File: config.mk
export PLATFORM = sky130hd
export DESIGN_NAME = nfs_ctrl
export DESIGN_NICKNAME = d
export VERILOG_FILES = /design/src/hw/nfs_pkg.sv /design/src/hw/nfs_strobe.sv /design/src/hw/nfs_ctrl.sv
export SDC_FILE = /design/constraint.sdc
export NUM_CORES = 1
export LEC_CHECK = 0
export ABC_AREA = 1
export ABC_CLOCK_PERIOD_IN_PS = 2370
export CORE_UTILIZATION = 51
export CTS_CLUSTER_SIZE = 40
export DETAILED_ROUTE_END_ITERATION = 7
export DONT_BUFFER_PORTS = 1
export GPL_TIMING_DRIVEN = 1
export PLACE_DENSITY_LB_ADDON = 0.05
export SETUP_SLACK_MARGIN = 0.2
export SLEW_MARGIN = 0
export SYNTH_ARGS = -nofsm -noshare
export SYNTH_HDL_FRONTEND = slang
export SYNTH_SLANG_ARGS = --single-unit
File: constraint.sdc
create_clock -name hclk -period 2.37 [get_ports hclk]
set_input_delay 0.1185 -clock hclk [delete_from_list [all_inputs] [get_ports hclk]]
set_output_delay 0.1185 -clock hclk [all_outputs]
set_load 0.005 [all_outputs]
File: src/hw/nfs_pkg.sv
// Package: constants for the NAND flash command sequencer controller.
// Behaviour
// Copy-back read 35h buffers page internally.
// After ready, send 85h, address, 10h.
// Keep plane select bit equal on copy.
// No partial program on copied pages.
// Device accepts data overwrite before confirm.
// Copy-back failure shows in pass/fail bit.
// Two-bit ECC recommended with copy-back; the sequencer applies none and leaves it to software.
// Erase is 60h, three addresses, D0h.
// Device ignores page bits on erase.
// Erase starts on confirm; result bit 0.
// Status read 70h drives status register.
// Reissue 00h after status during read.
// Status bits: fail, cache fail, ready, protect.
// Mask unused status bits when interpreting.
// ID 90h, address 00h, five bytes.
// Reset FFh aborts, status becomes C0h.
// Reset accepted while already resetting.
// Busy low for reset time after FFh.
// Power-up mode depends on auto-read pin.
// Auto-read first page at power-on.
// Busy low during program, erase, read.
// Wait recovery time after power-up; hold protect.
package nfs_pkg;
	// Flash commands.
	localparam logic [7:0] CMD_READ = 8'h00;
	localparam logic [7:0] CMD_READ_GO = 8'h30;
	localparam logic [7:0] CMD_COPY_READ = 8'h35;
	localparam logic [7:0] CMD_COPY_IN = 8'h85;
	localparam logic [7:0] CMD_PROG_GO = 8'h10;
	localparam logic [7:0] CMD_ERASE = 8'h60;
	localparam logic [7:0] CMD_ERASE_GO = 8'hD0;
	localparam logic [7:0] CMD_STATUS = 8'h70;
	localparam logic [7:0] CMD_ID = 8'h90;
	localparam logic [7:0] CMD_RESET = 8'hFF;
	localparam logic [7:0] STATUS_AFTER_RESET = 8'hC0;
	// Status bit positions.
	localparam int ST_FAIL = 0;
	localparam int ST_CACHE_FAIL = 1;
	localparam int ST_TRUE_RDY = 5;
	localparam int ST_RDY = 6;
	localparam int ST_WP_N = 7;
	localparam logic [7:0] ST_USED_MASK = 8'hE3;
	// Register byte offsets.
	localparam logic [7:0] REG_CTRL = 8'h00;
	localparam logic [7:0] REG_ADDR_LO = 8'h04;
	localparam logic [7:0] REG_ADDR_HI = 8'h08;
	localparam logic [7:0] REG_WDATA = 8'h0C;
	localparam logic [7:0] REG_STAT = 8'h10;
	localparam logic [7:0] REG_RDATA = 8'h14;
	localparam logic [7:0] REG_DEVSTAT = 8'h18;
	localparam logic [7:0] REG_ID0 = 8'h1C;
	localparam logic [7:0] REG_ID1 = 8'h20;
	// Control fields.
	localparam int CTRL_GO = 0;
	localparam int CTRL_OP_LSB = 1;
	localparam int CTRL_WP_N = 8;
	localparam int CTRL_LEN_LSB = 16;
	// Timing.
	localparam int CLK_NS = 50;
	localparam int T_RECOVERY_US = 10;
	localparam int RECOVERY_CYC = (T_RECOVERY_US * 1000 + CLK_NS - 1) / CLK_NS;
	localparam int T_STROBE_NS = 50;
	localparam int STROBE_CYC = (T_STROBE_NS + CLK_NS - 1) / CLK_NS;
	localparam int STROBE_W = 4;
	localparam int ID_BYTES = 5;
	// Operations.
	typedef enum logic [2:0] {
		nfs_op_reset_t_dummy = 3'b111
	} nfs_dummy_t;
	localparam logic [2:0] OP_RESET = 3'b000;
	localparam logic [2:0] OP_STATUS = 3'b001;
	localparam logic [2:0] OP_ID = 3'b010;
	localparam logic [2:0] OP_ERASE = 3'b011;
	localparam logic [2:0] OP_COPY = 3'b100;
	localparam logic [2:0] OP_READ = 3'b101;
endpackage

File: src/hw/nfs_strobe.sv
// Module: one flash bus cycle, command, address, data write or data read.
`timescale 1ns/1ps
module nfs_strobe #(
	parameter int HOLD = nfs_pkg::STROBE_CYC
) (
	// Clock and reset.
	input wire logic hclk,
	input wire logic hresetn,
	input wire logic ce,
	// Request.
	input wire logic start,
	input wire logic is_read,
	output logic done,
	// Strobe pins.
	output logic write_strobe_n,
	output logic read_strobe_n
);
	logic [nfs_pkg::STROBE_W-1:0] cnt;
	logic low_phase;
	logic high_phase;
	localparam logic [nfs_pkg::STROBE_W-1:0] LAST =
		nfs_pkg::STROBE_W'(HOLD - 1);
	// Strobe low for HOLD cycles then high for HOLD cycles; pins registered.
	always_ff @(posedge hclk or negedge hresetn) begin
		if (!hresetn) begin
			cnt <= '0;
			low_phase <= 1'b0;
			high_phase <= 1'b0;
			write_strobe_n <= 1'b1;
			read_strobe_n <= 1'b1;
		end else if (ce) begin
			if (start && !low_phase && !high_phase) begin
				low_phase <= 1'b1;
				cnt <= '0;
				write_strobe_n <= is_read;
				read_strobe_n <= !is_read;
			end else if (low_phase && cnt == LAST) begin
				low_phase <= 1'b0;
				high_phase <= 1'b1;
				cnt <= '0;
				write_strobe_n <= 1'b1;
				read_strobe_n <= 1'b1;
			end else if (high_phase && cnt == LAST) begin
				high_phase <= 1'b0;
			end else if (low_phase || high_phase) begin
				cnt <= cnt + 1'b1;
			end
		end
	end
	// Done pulses in the last high cycle; read data is caught earlier.
	assign done = ce && high_phase && cnt == LAST;
endmodule

File: src/hw/nfs_ctrl.sv
// Module: AHB-Lite controlled sequencer driving a NAND flash device.
`timescale 1ns/1ps
module nfs_ctrl #(
	parameter int RECOVERY = nfs_pkg::RECOVERY_CYC
) (
	// Clock, reset and enable.
	input wire logic hclk,
	input wire logic hresetn,
	input wire logic clk_en,
	// AHB-Lite slave.
	input wire logic hsel,
	input wire logic [7:0] haddr,
	input wire logic [1:0] htrans,
	input wire logic hwrite,
	input wire logic [2:0] hsize,
	input wire logic [31:0] hwdata,
	input wire logic hready,
	output logic hreadyout,
	output logic hresp,
	output logic [31:0] hrdata,
	// Flash pins.
	output logic chip_enable_n,
	output logic cmd_latch,
	output logic addr_latch,
	output logic write_strobe_n,
	output logic read_strobe_n,
	output logic write_protect_n,
	output logic [7:0] io_out,
	output logic io_oe,
	input wire logic [7:0] io_in,
	input wire logic ready_busy_n
);
	typedef enum logic [3:0] {
		S_POWER = 4'b0000,
		S_IDLE = 4'b0001,
		S_CMD = 4'b0010,
		S_ADDR = 4'b0011,
		S_WAIT = 4'b0100,
		S_CMD2 = 4'b0101,
		S_ADDR2 = 4'b0110,
		S_DATA = 4'b0111,
		S_CMD3 = 4'b1000,
		S_READ = 4'b1001,
		S_BUSY = 4'b1010
	} nfs_state_t;
	nfs_state_t state;
	logic [13:0] rec_cnt;
	logic [2:0] op;
	logic [2:0] idx;
	logic [39:0] addr;
	logic [39:0] addr2;
	logic [7:0] wdata;
	logic [7:0] len;
	logic [7:0] status;
	logic [7:0] rdata;
	logic [39:0] id;
	logic wp_n;
	logic done_flag;
	logic fail_flag;
	logic plane_err;
	logic st_start;
	logic st_read;
	logic st_done;
	// Bus address phase registers.
	logic ph_wr;
	logic ph_rd;
	logic [7:0] ph_addr;
	wire bus_go = hsel && hready && htrans[1];
	wire wr_ctrl = ph_wr && ph_addr == nfs_pkg::REG_CTRL;
	wire busy = state != S_IDLE;
	wire go = wr_ctrl && hwdata[nfs_pkg::CTRL_GO] && !busy;
	wire [2:0] go_op = hwdata[nfs_pkg::CTRL_OP_LSB +: 3];
	// Copy stays within one plane: compare the plane select bit.
	// The target's bit 28 sits in addr2[12], as dest takes addr2 above 16.
	wire plane_select_address_bit_diff = addr[28] != addr2[12];
	wire rd_cycle = state == S_READ;
	wire last_addr_e = idx == 3'd2;
	wire last_addr_5 = idx == 3'd4;
	wire erase_op = op == nfs_pkg::OP_ERASE;
	wire addr_last = erase_op ? last_addr_e : last_addr_5;

	nfs_strobe u_strobe (
		.hclk(hclk),
		.hresetn(hresetn),
		.ce(clk_en),
		.start(st_start),
		.is_read(st_read),
		.done(st_done),
		.write_strobe_n(write_strobe_n),
		.read_strobe_n(read_strobe_n)
	);

	////////////////////////////////////////////////////////////////////
	// Bus slave always answers at once with OKAY.
	assign hreadyout = 1'b1;
	assign hresp = 1'b0;
	always_ff @(posedge hclk or negedge hresetn) begin
		if (!hresetn) begin
			ph_wr <= 1'b0;
			ph_rd <= 1'b0;
			ph_addr <= 8'h00;
		end else if (clk_en) begin
			ph_wr <= bus_go && hwrite;
			ph_rd <= bus_go && !hwrite;
			ph_addr <= haddr;
		end
	end
	// Read mux; unmapped words read as zero.
	logic [31:0] rd_mux;
	always_comb begin
		rd_mux = 32'h0000_0000;
		if (ph_addr == nfs_pkg::REG_CTRL) begin
			rd_mux = {8'h00, len, 7'h00, wp_n, 4'h0, op, 1'b0};
		end else if (ph_addr == nfs_pkg::REG_ADDR_LO) begin
			rd_mux = addr[31:0];
		end else if (ph_addr == nfs_pkg::REG_ADDR_HI) begin
			rd_mux = {addr2[23:0], addr[39:32]};
		end else if (ph_addr == nfs_pkg::REG_WDATA) begin
			rd_mux = {24'h0, wdata};
		end else if (ph_addr == nfs_pkg::REG_STAT) begin
			rd_mux = {28'h0, plane_err, fail_flag, done_flag, busy};
		end else if (ph_addr == nfs_pkg::REG_RDATA) begin
			rd_mux = {24'h0, rdata};
		end else if (ph_addr == nfs_pkg::REG_DEVSTAT) begin
			rd_mux = {24'h0, status};
		end else if (ph_addr == nfs_pkg::REG_ID0) begin
			rd_mux = id[31:0];
		end else if (ph_addr == nfs_pkg::REG_ID1) begin
			rd_mux = {24'h0, id[39:32]};
		end
	end
	assign hrdata = rd_mux;
	// Flash read byte is caught while read strobe is low; once the strobe
	// rises the device may let go of the bus, so done comes too late.
	logic [7:0] rd_hold;
	always_ff @(posedge hclk or negedge hresetn) begin
		if (!hresetn) begin
			rd_hold <= 8'h00;
		end else if (clk_en && !read_strobe_n) begin
			rd_hold <= io_in;
		end
	end

	////////////////////////////////////////////////////////////////////
	// Configuration registers; writes ignored while an operation runs.
	always_ff @(posedge hclk or negedge hresetn) begin
		if (!hresetn) begin
			addr <= '0;
			addr2 <= '0;
			wdata <= 8'h00;
			len <= 8'h00;
			wp_n <= 1'b0;
		end else if (clk_en && ph_wr && !busy) begin
			if (ph_addr == nfs_pkg::REG_ADDR_LO) begin
				addr[31:0] <= hwdata;
			end else if (ph_addr == nfs_pkg::REG_ADDR_HI) begin
				addr[39:32] <= hwdata[7:0];
				addr2[23:0] <= hwdata[31:8];
			end else if (ph_addr == nfs_pkg::REG_WDATA) begin
				wdata <= hwdata[7:0];
			end else if (ph_addr == nfs_pkg::REG_CTRL) begin
				wp_n <= hwdata[nfs_pkg::CTRL_WP_N];
				len <= hwdata[nfs_pkg::CTRL_LEN_LSB +: 8];
			end
		end
	end
	assign write_protect_n = wp_n;
	// Destination low bytes reuse source low bytes; upper bytes come from addr2.
	wire [39:0] dest = {addr2[23:0], addr[15:0]};

	////////////////////////////////////////////////////////////////////
	// Pin values for the current flash cycle.
	logic [7:0] cmd_byte;
	logic [7:0] addr_byte;
	always_comb begin
		cmd_byte = nfs_pkg::CMD_RESET;
		case (op)
			nfs_pkg::OP_STATUS: cmd_byte = nfs_pkg::CMD_STATUS;
			nfs_pkg::OP_ID: cmd_byte = nfs_pkg::CMD_ID;
			nfs_pkg::OP_ERASE: cmd_byte = nfs_pkg::CMD_ERASE;
			nfs_pkg::OP_COPY: cmd_byte = nfs_pkg::CMD_READ;
			nfs_pkg::OP_READ: cmd_byte = nfs_pkg::CMD_READ;
			default: cmd_byte = nfs_pkg::CMD_RESET;
		endcase
	end
	// Erase sends only the three row bytes; ID sends a single zero.
	wire [39:0] aw = state == S_ADDR2 ? dest :
		(erase_op ? {16'h0000, addr[39:16]} : addr);
	assign addr_byte = op == nfs_pkg::OP_ID ? 8'h00 : aw[idx*8 +: 8];
	wire [7:0] cmd2 = erase_op ? nfs_pkg::CMD_ERASE_GO :
		(op == nfs_pkg::OP_COPY ? nfs_pkg::CMD_COPY_READ :
		nfs_pkg::CMD_READ_GO);
	wire [7:0] cur_cmd = state == S_CMD ? cmd_byte :
		state == S_CMD2 ? (op == nfs_pkg::OP_COPY && idx == 3'd7 ?
		nfs_pkg::CMD_COPY_IN : cmd2) : nfs_pkg::CMD_PROG_GO;
	always_comb begin
		cmd_latch = state == S_CMD || state == S_CMD2 || state == S_CMD3;
		addr_latch = state == S_ADDR || state == S_ADDR2;
		io_oe = busy && state != S_POWER && state != S_READ &&
			state != S_WAIT && state != S_BUSY;
		io_out = cmd_latch ? cur_cmd : (addr_latch ? addr_byte : wdata);
		chip_enable_n = !busy || state == S_POWER;
		st_start = io_oe || rd_cycle;
		st_read = rd_cycle;
	end

	////////////////////////////////////////////////////////////////////
	// Sequencer. The copy path uses idx 7 as a flag for its second half.
	always_ff @(posedge hclk or negedge hresetn) begin
		if (!hresetn) begin
			state <= S_POWER;
			rec_cnt <= '0;
			op <= nfs_pkg::OP_RESET;
			idx <= 3'd0;
			status <= nfs_pkg::STATUS_AFTER_RESET;
			rdata <= 8'h00;
			id <= '0;
			done_flag <= 1'b0;
			fail_flag <= 1'b0;
			plane_err <= 1'b0;
		end else if (clk_en) begin
			if (wr_ctrl && hwdata[nfs_pkg::CTRL_GO + 3]) begin
				done_flag <= 1'b0;
			end
			case (state)
				S_POWER: begin
					rec_cnt <= rec_cnt + 1'b1;
					if (rec_cnt == 14'(RECOVERY - 1)) begin
						state <= S_IDLE;
					end
				end
				S_IDLE: begin
					if (go && go_op == nfs_pkg::OP_COPY &&
						plane_select_address_bit_diff) begin
						plane_err <= 1'b1;
					end else if (go) begin
						op <= go_op;
						idx <= 3'd0;
						plane_err <= 1'b0;
						state <= S_CMD;
					end
				end
				S_CMD: if (st_done) begin
					idx <= 3'd0;
					if (op == nfs_pkg::OP_RESET) begin
						state <= S_WAIT;
					end else if (op == nfs_pkg::OP_STATUS) begin
						state <= S_READ;
					end else begin
						state <= S_ADDR;
					end
				end
				S_ADDR: if (st_done) begin
					idx <= idx + 1'b1;
					if (op == nfs_pkg::OP_ID) begin
						idx <= 3'd0;
						state <= S_READ;
					end else if (addr_last) begin
						state <= S_CMD2;
					end
				end
				S_CMD2: if (st_done) begin
					if (idx == 3'd7) begin
						idx <= 3'd0;
						state <= S_ADDR2;
					end else begin
						state <= S_WAIT;
					end
				end
				S_WAIT: if (ready_busy_n && st_done == 1'b0) begin
					if (op == nfs_pkg::OP_COPY && idx != 3'd7) begin
						idx <= 3'd7;
						state <= S_CMD2;
					end else if (op == nfs_pkg::OP_RESET) begin
						status <= nfs_pkg::STATUS_AFTER_RESET;
						state <= S_IDLE;
						done_flag <= 1'b1;
					end else if (op == nfs_pkg::OP_READ) begin
						idx <= 3'd0;
						state <= S_READ;
					end else begin
						op <= nfs_pkg::OP_STATUS;
						state <= S_CMD;
					end
				end
				S_ADDR2: if (st_done) begin
					idx <= idx + 1'b1;
					if (last_addr_5) begin
						state <= len != 8'h00 ? S_DATA : S_CMD3;
						idx <= 3'd0;
					end
				end
				S_DATA: if (st_done) begin
					idx <= idx + 1'b1;
					if (idx == len[2:0] - 3'd1) begin
						state <= S_CMD3;
					end
				end
				// After the confirm only a status read follows, so copied
				// pages never get a further partial program.
				S_CMD3: if (st_done) begin
					idx <= 3'd7;
					state <= S_WAIT;
				end
				// Bytes go out raw; error correction is left to software.
				S_READ: if (st_done) begin
					rdata <= rd_hold;
					idx <= idx + 1'b1;
					if (op == nfs_pkg::OP_STATUS) begin
						status <= rd_hold;
						fail_flag <= rd_hold[nfs_pkg::ST_FAIL];
						state <= S_IDLE;
						done_flag <= 1'b1;
					end else if (op == nfs_pkg::OP_ID) begin
						id[idx*8 +: 8] <= rd_hold;
						if (idx == 3'(nfs_pkg::ID_BYTES - 1)) begin
							state <= S_IDLE;
							done_flag <= 1'b1;
						end
					end else begin
						state <= S_IDLE;
						done_flag <= 1'b1;
					end
				end
				default: state <= S_IDLE;
			endcase
		end
	end
endmodule

# Yosys cells after proc, flatten, opt, wreduce, memory -nomap -nowiden
# Index checks and enable logic that the tools add are counted.
[totals]
output_inout_bits = 49
reg_bits = 189
wordCells = 263
in_bits = 60
[op_classes]
n_eq_ne = 59
bitwise_logic = 6
add_sub_neg = 5
shift = 3
n_reduce_logical = 67
n_mux = 99
[op_table]
columns = ["operator", "n"]
rows = [
  ["$mux W32", 8],
  ["$mux W4", 28],
  ["$mux W8", 13],
  ["$mux W40", 2],
  ["$mux W3", 22],
  ["$bwmux W40", 1],
  ["$pmux W4 S10", 1],
  ["$shift A8 B34 Y40 const A", 1],
  ["$shiftx A40 B7 Y8", 1],
  ["$shiftx A8 B34 Y40", 1],
  ["$neg A6 Y34", 1],
  ["$eq A8 B5 Y1 const B", 4],
  ["$ne A2 B2 Y1 const B", 16],
  ["$pmux W8 S4", 1],
  ["$logic_and A1 B1 Y1", 25],
  ["$pmux W3 S8", 1],
  ["$mux W1", 18],
  ["$eq A4 B3 Y1 const B", 4],
  ["$eq A8 B4 Y1 const B", 2],
  ["$pmux W8 S2", 1],
  ["$reduce_and A16 Y1", 1],
  ["$reduce_bool A8 Y1", 2],
  ["$eq A3 B3 Y1 const B", 5],
  ["$reduce_and A3 Y1", 5],
  ["40 further kinds", 75],
]

# Longest topological paths before layout
# Gate-level depths: netlist of the first run.
[depth]
depth_word = 10
ltp_mapped = 15
depth_no_buf = 14

# Cells and area by module
# Synthesis of the first run repeated with hierarchy kept, for this count alone.
[hier_totals]
hier_cells = 1472
area_unflattened_um2 = 10610.2
[by_module_without_submodules]
columns = ["module", "area_per_inst_um2", "instances", "seq_area_each_um2", "cells_per_inst"]
rows = [
  ["nfs_ctrl", 10146.0, 1, 4531.8, 1411],
  ["nfs_strobe", 464.2, 1, 202.7, 61],
]

# Least setup slack after synthesis of the first run
# No wires, ideal clock.
[synth_path]
path_kind = "register to register"
start = "reg idx[0]"
end = "reg id[33]"
path_buffers = 4
slack_ns = -0.122
arrival_time_ns = 2.366
path_stages_with_launch = 14
synth_period_minus_slack_ns = 2.492
setup_time_ns = 0.126
t_required_ns = 2.244
cell_sequence = "dfrtp_1 -> clkbuf_1 -> inv_1 -> buf_2 -> buf_1 -> ha_1 -> ha_1 -> nor2_1 -> nand2_1 -> nor2_1 -> nand2_1 -> buf_2 -> nand2_1 -> o31ai_1"
[synth_via]
elab_chain_cells = 3
word_cells_on_any_way = 4
classes_between = "1 x add/sub; 2 x shift; 1 x mux"
[synth_rtl]
columns = ["element", "line_no", "rtl"]
rows = [
  ["start, declared", "nfs_ctrl.sv:49", "logic [2:0] idx;"],
  ["start signal, assigned", "nfs_ctrl.sv:254", "idx <= idx + 1'b1;"],
  ["start signal, assigned", "nfs_ctrl.sv:287", "idx <= idx + 1'b1;"],
  ["start signal, assigned", "nfs_ctrl.sv:294", "idx <= idx + 1'b1;"],
  ["$neg A6 Y34 (*)", "nfs_ctrl.sv:315", "id[idx*8 +: 8] <= rd_hold;"],
  ["$shiftx A8 B34 Y40 / $shift A8 B34 Y40 (equally long branches)", "nfs_ctrl.sv:315", ""],
  ["$bwmux W40 (*)", "nfs_ctrl.sv:315", ""],
  ["end signal, assigned by index", "nfs_ctrl.sv:315", ""],
  ["end, declared", "nfs_ctrl.sv:56", "logic [39:0] id;"],
]
# Every way passes the cells marked *; elsewhere a longest branch is shown, timed or not.
# A chain may end at the register's enable or synchronous reset.

# Worst setup path after layout of the first run
[layout_path]
start = "reg state[0]"
end = "out io_out[5]"
[layout_via]
elab_chain_cells = 6
word_cells_on_any_way = 15
classes_between = "5 x eq/ne; 1 x shift; 6 x mux; 3 x reduce/logical"
[layout_rtl]
columns = ["element", "line_no", "rtl"]
rows = [
  ["start, declared", "nfs_ctrl.sv:46", "nfs_state_t state;"],
  ["start signal, assigned", "nfs_ctrl.sv:289", "state <= len != 8'h00 ? S_DATA : S_CMD3;"],
  ["$eq A4 B3 Y1", "nfs_ctrl.sv:187, nfs_ctrl.sv:198", ""],
  ["$mux W40", "nfs_ctrl.sv:187", "wire [39:0] aw = state == S_ADDR2 ? dest :"],
  ["$shiftx A40 B7 Y8", "nfs_ctrl.sv:189", "assign addr_byte = op == nfs_pkg::OP_ID ? 8'h00 : aw[idx*8 +: 8];"],
  ["$mux W8", "nfs_ctrl.sv:189", ""],
  ["$mux W8", "nfs_ctrl.sv:201", "io_out = cmd_latch ? cur_cmd : (addr_latch ? addr_byte : wdata);"],
  ["$mux W8 (*)", "nfs_ctrl.sv:201", ""],
  ["end, declared", "nfs_ctrl.sv:28", "output logic [7:0] io_out,"],
]
# Marks and branches as above.

==> flow_metrics.env, run 1 <==
export IMPL_ys_seq_area_share_pct=44.5
export IMPL_power_share_clock_pct=39.9
export IMPL_slowest_delay_ps=470
export IMPL_dpl_cell_count=1739
export IMPL_htree_num_levels=4
export IMPL_cts_buffers=17
export IMPL_drt_iter0_markers=683
export IMPL_maxSlewHeadroom_pct=52.4
export IMPL_io_pins=109
export IMPL_route_vias_total=10406
export IMPL_clock_sink_count=189
export IMPL_synth_area_sq_mm=0.0106
export IMPL_avgSynthCellArea_sq_um=7.18
export IMPL_p_comb_share_pct=10.8
export IMPL_syn_nets=1551
export IMPL_place_area_sq_mm=0.0111
export IMPL_die_h_um=146
export IMPL_track_usage_pct=33.5
export IMPL_end_kind="output port"
export IMPL_synth_seq_cells=189
export IMPL_place_congestion=0.945
export IMPL_total_power_mw=7.33
export IMPL_cts_clk_slew_worst_paths_ps=70
export IMPL_fmax_mhz=451
export IMPL_wl_um=35700
export IMPL_drtAntennaViolNets=0
export IMPL_cts_tree="yes"
export IMPL_timing_final_crit_share_pct=93.6
export IMPL_status="finished, violations left"
export IMPL_ctsHoldBuffers=53
export IMPL_final_area_sq_mm=0.0130
export IMPL_die_area_sq_mm=0.0214
export IMPL_vdd_drop_max_v=0.000492
export IMPL_final_max_slew_viol_count=0
export IMPL_antenna_cells=0
export IMPL_area_growth_pct=22.4
export IMPL_start_util_pct=52.4
export IMPL_ys_warn_count=0
export IMPL_hold_slack_ps=-633
export IMPL_p_int_mw=5.13
export IMPL_layout_nets=1646
export IMPL_p_per_area_mw_per_mm2=563
export IMPL_tns_ps=0
export IMPL_power_frac_seq_pct=49.3
export IMPL_synth_edf_count=0
export IMPL_first_global_vias=9679
export IMPL_dpl_hpwl_um=25100
export IMPL_die_w_um=146
export IMPL_synth_flop_cell="dfrtp_1"
export IMPL_worstPathArrival_ps=2100
export IMPL_async_reset_ff_share_pct=100
export IMPL_finalHoldViolations=189
export IMPL_core_region_area_sq_mm=0.0203
export IMPL_sw_frac_of_total_pct=30.0
export IMPL_tightest_slew_ps=712
export IMPL_p_leak_nw=6.28
export IMPL_critPathKind="reg2out"
export IMPL_path_max_fanout=6
export IMPL_crit_slowest_cell="dfrtp_2"
export IMPL_p_switching_mw=2.19
export IMPL_rows=52
export IMPL_cp_data_required_time_ps=2250
export IMPL_cts_buffer_depth=2
export IMPL_crit_chain="inv_2 -> nand2_2 -> nor2_4 -> buf_6 -> a21oi_1 -> a21oi_1 -> o21ai_2 -> nand2_1 -> nand2_2"
export IMPL_violations="negative hold slack"
export IMPL_cts_root_buffer_cell="clkbuf_16"
export IMPL_portBuffers=0
export IMPL_layout_cells_non_filler=1858
export IMPL_overflow=0
export IMPL_dr_pass1_iters=6
export IMPL_cap_violations=0
export IMPL_clk_latency_ps=450
export IMPL_antenna_found_initial=0
export IMPL_rsz0062_at_grt="true"
export IMPL_ys_types=46
export IMPL_cp_start_kind="register"
export IMPL_drive_above_1_share_pct=16.5
export IMPL_fin_worst_skew_ps=17.9
export IMPL_min_period_ps=2220
export IMPL_fill_cells=1876
export IMPL_setup_viol=0
export IMPL_grt_max_degree=190
export IMPL_routedWlPerCell_um=19.2
export IMPL_syn_inst=1480
export IMPL_worstHoldPathType="in2async"
export IMPL_post_route_util_pct=64.1
export IMPL_grt_pass1_wl_um=54200
export IMPL_viasPerCell=5.60
export IMPL_drc=0
## kinds of logic (layout without fill, tap and decap cells)
| family | count (synthesis) | after routing | synth area share, % |
|---|---|---|---|
| compound gates | 282 | 282 | 14.3 |
| xor+xnor | 18 | 18 | 1.48 |
| fa+ha+maj | 11 | 11 | 1.30 |
| buf+inv | 224 | 332 | 8.29 |
| flops | 189 | 189 | 44.5 |
| other cells | 2 | 2 | 0.0707 |
| simple gates | 754 | 754 | 30.0 |
## routing by layer
metal	wire length [um]	part of all wire, %	track usage, %
met1	15100	42	45.6
met2	16400	46	52.8
met3	3210	9.0	7.72
met4	1020	2.9	11.2
met5	0	0	0
## registers in the layout (all words and copies together), names as in the netlist, 3 cells and up
register      count
state             4
status            8
ph_addr           8
rec_cnt          14
u_strobe.cnt      4
len               8
wdata             8
rd_hold           8
idx               3
addr             40
id               40
addr2            24
rdata             8
op                3
## synthesized netlist by cell type, types with 2 or more instances
| cell | instances | area (sq um) |
|---|---|---|
| xnor2_1 | 7 | 61.3 |
| nand2_2 | 4 | 25.0 |
| dfstp_2 | 4 | 105 |
| o31ai_1 | 5 | 37.5 |
| nor2_4 | 4 | 45.0 |
| nor3_1 | 12 | 60.1 |
| nand3b_1 | 2 | 15.0 |
| o2111ai_1 | 2 | 17.5 |
| conb_1 | 2 | 7.51 |
| buf_4 | 3 | 22.5 |
| nand2_1 | 466 | 1750 |
| o21ai_0 | 164 | 821 |
| ha_1 | 11 | 138 |
| nor3_4 | 2 | 32.5 |
| nand4_1 | 25 | 156 |
| o221ai_1 | 5 | 43.8 |
| o21ai_1 | 13 | 65.1 |
| clkinv_1 | 3 | 11.3 |
| a21oi_1 | 66 | 330 |
| nand3_1 | 90 | 450 |
| inv_2 | 5 | 18.8 |
| buf_2 | 17 | 85.1 |
| or2_2 | 6 | 37.5 |
| o22ai_1 | 7 | 43.8 |
| inv_1 | 158 | 593 |
| o211ai_1 | 6 | 45.0 |
| xor2_1 | 11 | 96.3 |
| nor3_2 | 3 | 30.0 |
| dfrtp_1 | 185 | 4630 |
| nor2_2 | 4 | 25.0 |
| clkbuf_1 | 36 | 135 |
| nor2_1 | 131 | 492 |
| o21ai_2 | 8 | 70.1 |
## per-stage QoR
step,hold WS [ps],worst slack [ps]
after floorplan,-177,209
after global placement,-173,278
after detailed placement,-173,246
after CTS,-643,185
after global routing,-652,58.0
final,-633,152
## placed cells by master (no fill, tap or decap), drive strengths merged, types with 2 or more instances in the layout
cell,Yosys,routed
clkinv,3,11
o211ai,6,6
a21oi,67,67
o221ai,5,5
nor2,140,140
nand4,26,26
o31ai,5,5
conb,2,2
o22ai,7,7
buf,22,77
or2,6,6
dfstp,4,4
nand2,471,471
xor2,11,11
o2111ai,2,2
dfrtp,185,185
dlygate4sd3,0,53
nand3,91,91
clkinvlp,0,2
o21ai,185,185
clkbuf,36,19
ha,11,11
inv,163,170
nand3b,2,2
nor3,17,17
xnor2,7,7
## power by group through the flow
stage | Combinational (mW) | Sequential [mW] | Clock (mW)
finish | 0.795 | 3.61 | 2.92
global route | 0.883 | 3.63 | 3.07
CTS | 0.772 | 3.60 | 2.96
detailed placement | 0.682 | 3.67 | 0
global placement | 0.666 | 3.66 | 0
floorplan | 0.484 | 3.62 | 0
## cell type report
| class | instances | area (sq um) | area share [%] |
|---|---|---|---|
| multi-input combinational | 1067 | 5380 | 41.4 |
| sequential | 189 | 4750 | 36.5 |
| timing repair buffer | 131 | 1260 | 9.73 |
| inverter | 166 | 647 | 4.97 |
| clock buffer | 18 | 429 | 3.30 |
| tap | 270 | 338 | 2.60 |
| clock inverter | 14 | 175 | 1.35 |
| timing repair inverter | 3 | 25.0 | 0.192 |
## critical path: cells and delay by family, from the launching register on
family / cells / cell delay (ps)
compound gates: 3 / 470
buf+inv: 2 / 300
flops: 1 / 470
simple gates: 4 / 420
## worst paths after layout
path / from / end / slack [ps] / cells after the start
worst max-delay path: state[0]$_DFFE_PN0P_ / io_out[5] / 150 / 9
worst min-delay path: hresetn / rec_cnt[9]$_DFFE_PN0P_ / -630 / 0
worst max register to register: state[1]$_DFFE_PN0P_ / wdata[6]$_DFFE_PN0P_ / 290 / 8
worst min register to register: rec_cnt[13]$_DFFE_PN0P_ / rec_cnt[13]$_DFFE_PN0P_ / 480 / 1
max in group asynchronous: hresetn / idx[0]$_DFFE_PN0P_ / 2500 / 0
min in group hclk: hwdata[0] / plane_err$_DFFE_PN0P_ / 10 / 4
## what timing repair did
| item | in CTS | in global routing |
|---|---|---|
| hold endpoints to repair | 296 | 189 |
| buffers inserted | 14 | 13 |
| gates cloned | 4 | 3 |
| pin swaps | 3 | 30 |
| resized for setup | 59 | 113 |
| endpoints found under the setup margin | 40 | 75 |
Note: power is estimated with default switching activity, not from simulation.
==> inputs of run 2 (changes only) <==
--- a/config.mk
+++ b/config.mk
@@ -7,6 +7,7 @@
 export LEC_CHECK = 0
 export ABC_AREA = 1
 export ABC_CLOCK_PERIOD_IN_PS = 2370
+export CORE_MARGIN = 2
 export CORE_UTILIZATION = 51
 export CTS_CLUSTER_SIZE = 40
 export DETAILED_ROUTE_END_ITERATION = 7
==> run 2 against run 1 <==
The run still ends with negative hold slack left. Design area up 2.0%. Critical endpoint is now io_out[4]. Combinational power up 2%. Highest routed layer unchanged. Die area up 2.8%.
==> flow_metrics.env, run 2 (synthesis results as in run 1) <==
export IMPL_final_cell_mix="nand2_1, dfrtp_1, o21ai_0"
export IMPL_violations="negative hold slack"
export IMPL_hold_slack_ps=-632
export IMPL_cp_start_kind="register"
export IMPL_final_area_sq_mm=0.0133
export IMPL_die_area_sq_mm=0.0220
export IMPL_htree_num_levels=4
export IMPL_rows=52
export IMPL_drt_iter0_markers=1059
export IMPL_vdd_drop_max_v=0.000536
export IMPL_io_pins=109
export IMPL_cts_buffers=17
export IMPL_clock_sink_count=189
export IMPL_dr_pass1_iters=5
export IMPL_cts_buffer_depth=2
export IMPL_cts_tree="yes"
export IMPL_final_common_cell="nand2_1"
export IMPL_antenna_found_initial=0
export IMPL_grt_max_degree=190
export IMPL_finalHoldViolations=189
export IMPL_place_congestion=0.926
export IMPL_fill_cells=1818
export IMPL_tightest_slew_ps=684
export IMPL_ctsHoldBuffers=53
export IMPL_layout_nets=1655
export IMPL_p_switching_mw=2.17
export IMPL_start_util_pct=52.2
export IMPL_tns_ps=0
export IMPL_core_region_area_sq_mm=0.0204
export IMPL_final_max_slew_viol_count=0
export IMPL_cts_clk_slew_worst_paths_ps=70
export IMPL_die_h_um=148
export IMPL_routedWlPerCell_um=18.9
export IMPL_p_comb_share_pct=11.1
export IMPL_power_frac_seq_pct=49.4
export IMPL_p_int_mw=5.13
export IMPL_antenna_cells=0
export IMPL_cp_data_required_time_ps=2250
export IMPL_die_w_um=148
export IMPL_setup_viol=0
export IMPL_clk_latency_ps=450
export IMPL_first_global_vias=9416
export IMPL_drtAntennaViolNets=0
export IMPL_place_area_sq_mm=0.0110
export IMPL_min_period_ps=2160
export IMPL_maxSlewHeadroom_pct=54.2
export IMPL_portBuffers=0
export IMPL_track_usage_pct=31.6
export IMPL_drc=0
export IMPL_reg_largest_list="addr (40), id (40), addr2 (24)"
export IMPL_overflow=0
export IMPL_critPathKind="reg2out"
export IMPL_p_per_area_mw_per_mm2=550
export IMPL_wl_um=35300
export IMPL_p_leak_nw=6.37
export IMPL_rsz0062_at_grt="true"
export IMPL_worstPathArrival_ps=2050
export IMPL_status="finished, violations left"
export IMPL_end_kind="output port"
export IMPL_power_share_clock_pct=39.5
export IMPL_worstHoldPathType="in2async"
export IMPL_dpl_hpwl_um=24500
export IMPL_route_vias_total=10379
export IMPL_fin_worst_skew_ps=14.7
export IMPL_cap_violations=0
export IMPL_fmax_mhz=462
export IMPL_path_max_fanout=6
export IMPL_sw_frac_of_total_pct=29.7
export IMPL_area_growth_pct=24.8
export IMPL_grt_pass1_wl_um=52800
export IMPL_timing_final_crit_share_pct=91.3
export IMPL_drive_above_1_share_pct=18.5
export IMPL_viasPerCell=5.56
export IMPL_cts_root_buffer_cell="clkbuf_16"
## run 2: through the flow
stage / worst slack [ps] / hold slack, ps / total power, mW / util [%] / std cells
6_report: 205 / -632 / 7.30 / 65.1 / 1867
5_1_grt: 101 / -652 / 7.58 / 65.1 / 1867
4_1_cts: 164 / -652 / 7.31 / 61.2 / 1835
3_5_place_dp: 262 / -172 / 4.35 / 54.2 / 1733
3_3_place_gp: 328 / -172 / 4.33 / 54.2 / 1733
2_1_floorplan: 209 / -177 / 4.10 / - / 1480
## run 2: final timing paths
check | slack, ps | startpoint | end | depth (start not counted)
min in group hclk | 30 | clk_en | ph_addr[3]$_DFFE_PN0P_ | 4
max reg2reg | 350 | idx[0]$_DFFE_PN0P_ | id[0]$_DFFE_PN0P_ | 8
min reg2reg | 460 | rec_cnt[13]$_DFFE_PN0P_ | rec_cnt[13]$_DFFE_PN0P_ | 1
max in group asynchronous | 2570 | hresetn | state[2]$_DFFE_PN0P_ | 0
max | 210 | state[3]$_DFFE_PN0P_ | io_out[4] | 10
min | -630 | hresetn | rec_cnt[11]$_DFFE_PN0P_ | 0
## run 2: what timing repair did
action,CTS,global route
pin swaps,5,43
buffers inserted,15,27
cloned,2,5
endpoints found under the hold margin,294,189
gates resized for setup,64,134
setup endpoints to repair,40,73
## run 2: power by group through the flow
stage / logic [mW] / registers (mW) / clock network [mW]
3_5_place_dp: 0.682 / 3.66 / 0
6_report: 0.808 / 3.61 / 2.89
5_1_grt: 0.899 / 3.63 / 3.05
3_3_place_gp: 0.674 / 3.66 / 0
4_1_cts: 0.781 / 3.60 / 2.93
2_1_floorplan: 0.484 / 3.62 / 0
## run 2: worst max-delay path, stage by stage, from the launching register on
cell and delay, ps:
dfrtp_2 470, nor2_4 200, nand2_8 130, buf_8 170, nand2_4 50, nand3_2 70
nand2_2 70, nand3_2 70, o21ai_2 170, nand2_1 90, nand2_2 90
## run 2: per-layer routing
layer  GRT usage, %  vias to the layer above  share of wire [%]
met4           10.5                        0                2.7
met3           7.64                       53                8.5
met5              0                        -                  0
met1           44.1                     4889                 43
met2           48.8                      471                 46
li1               -                     4966                  -
## run 2: cell type report
cell class	instances	area [sq um]	share of cell area, %
inverter	166	642	4.84
tap	270	338	2.55
timing repair buffer	142	1440	10.8
timing repair inverter	1	5.00	0.0377
sequential	189	4750	35.8
clock inverter	14	169	1.27
clock buffer	18	429	3.24
multi-input combinational	1067	5500	41.4
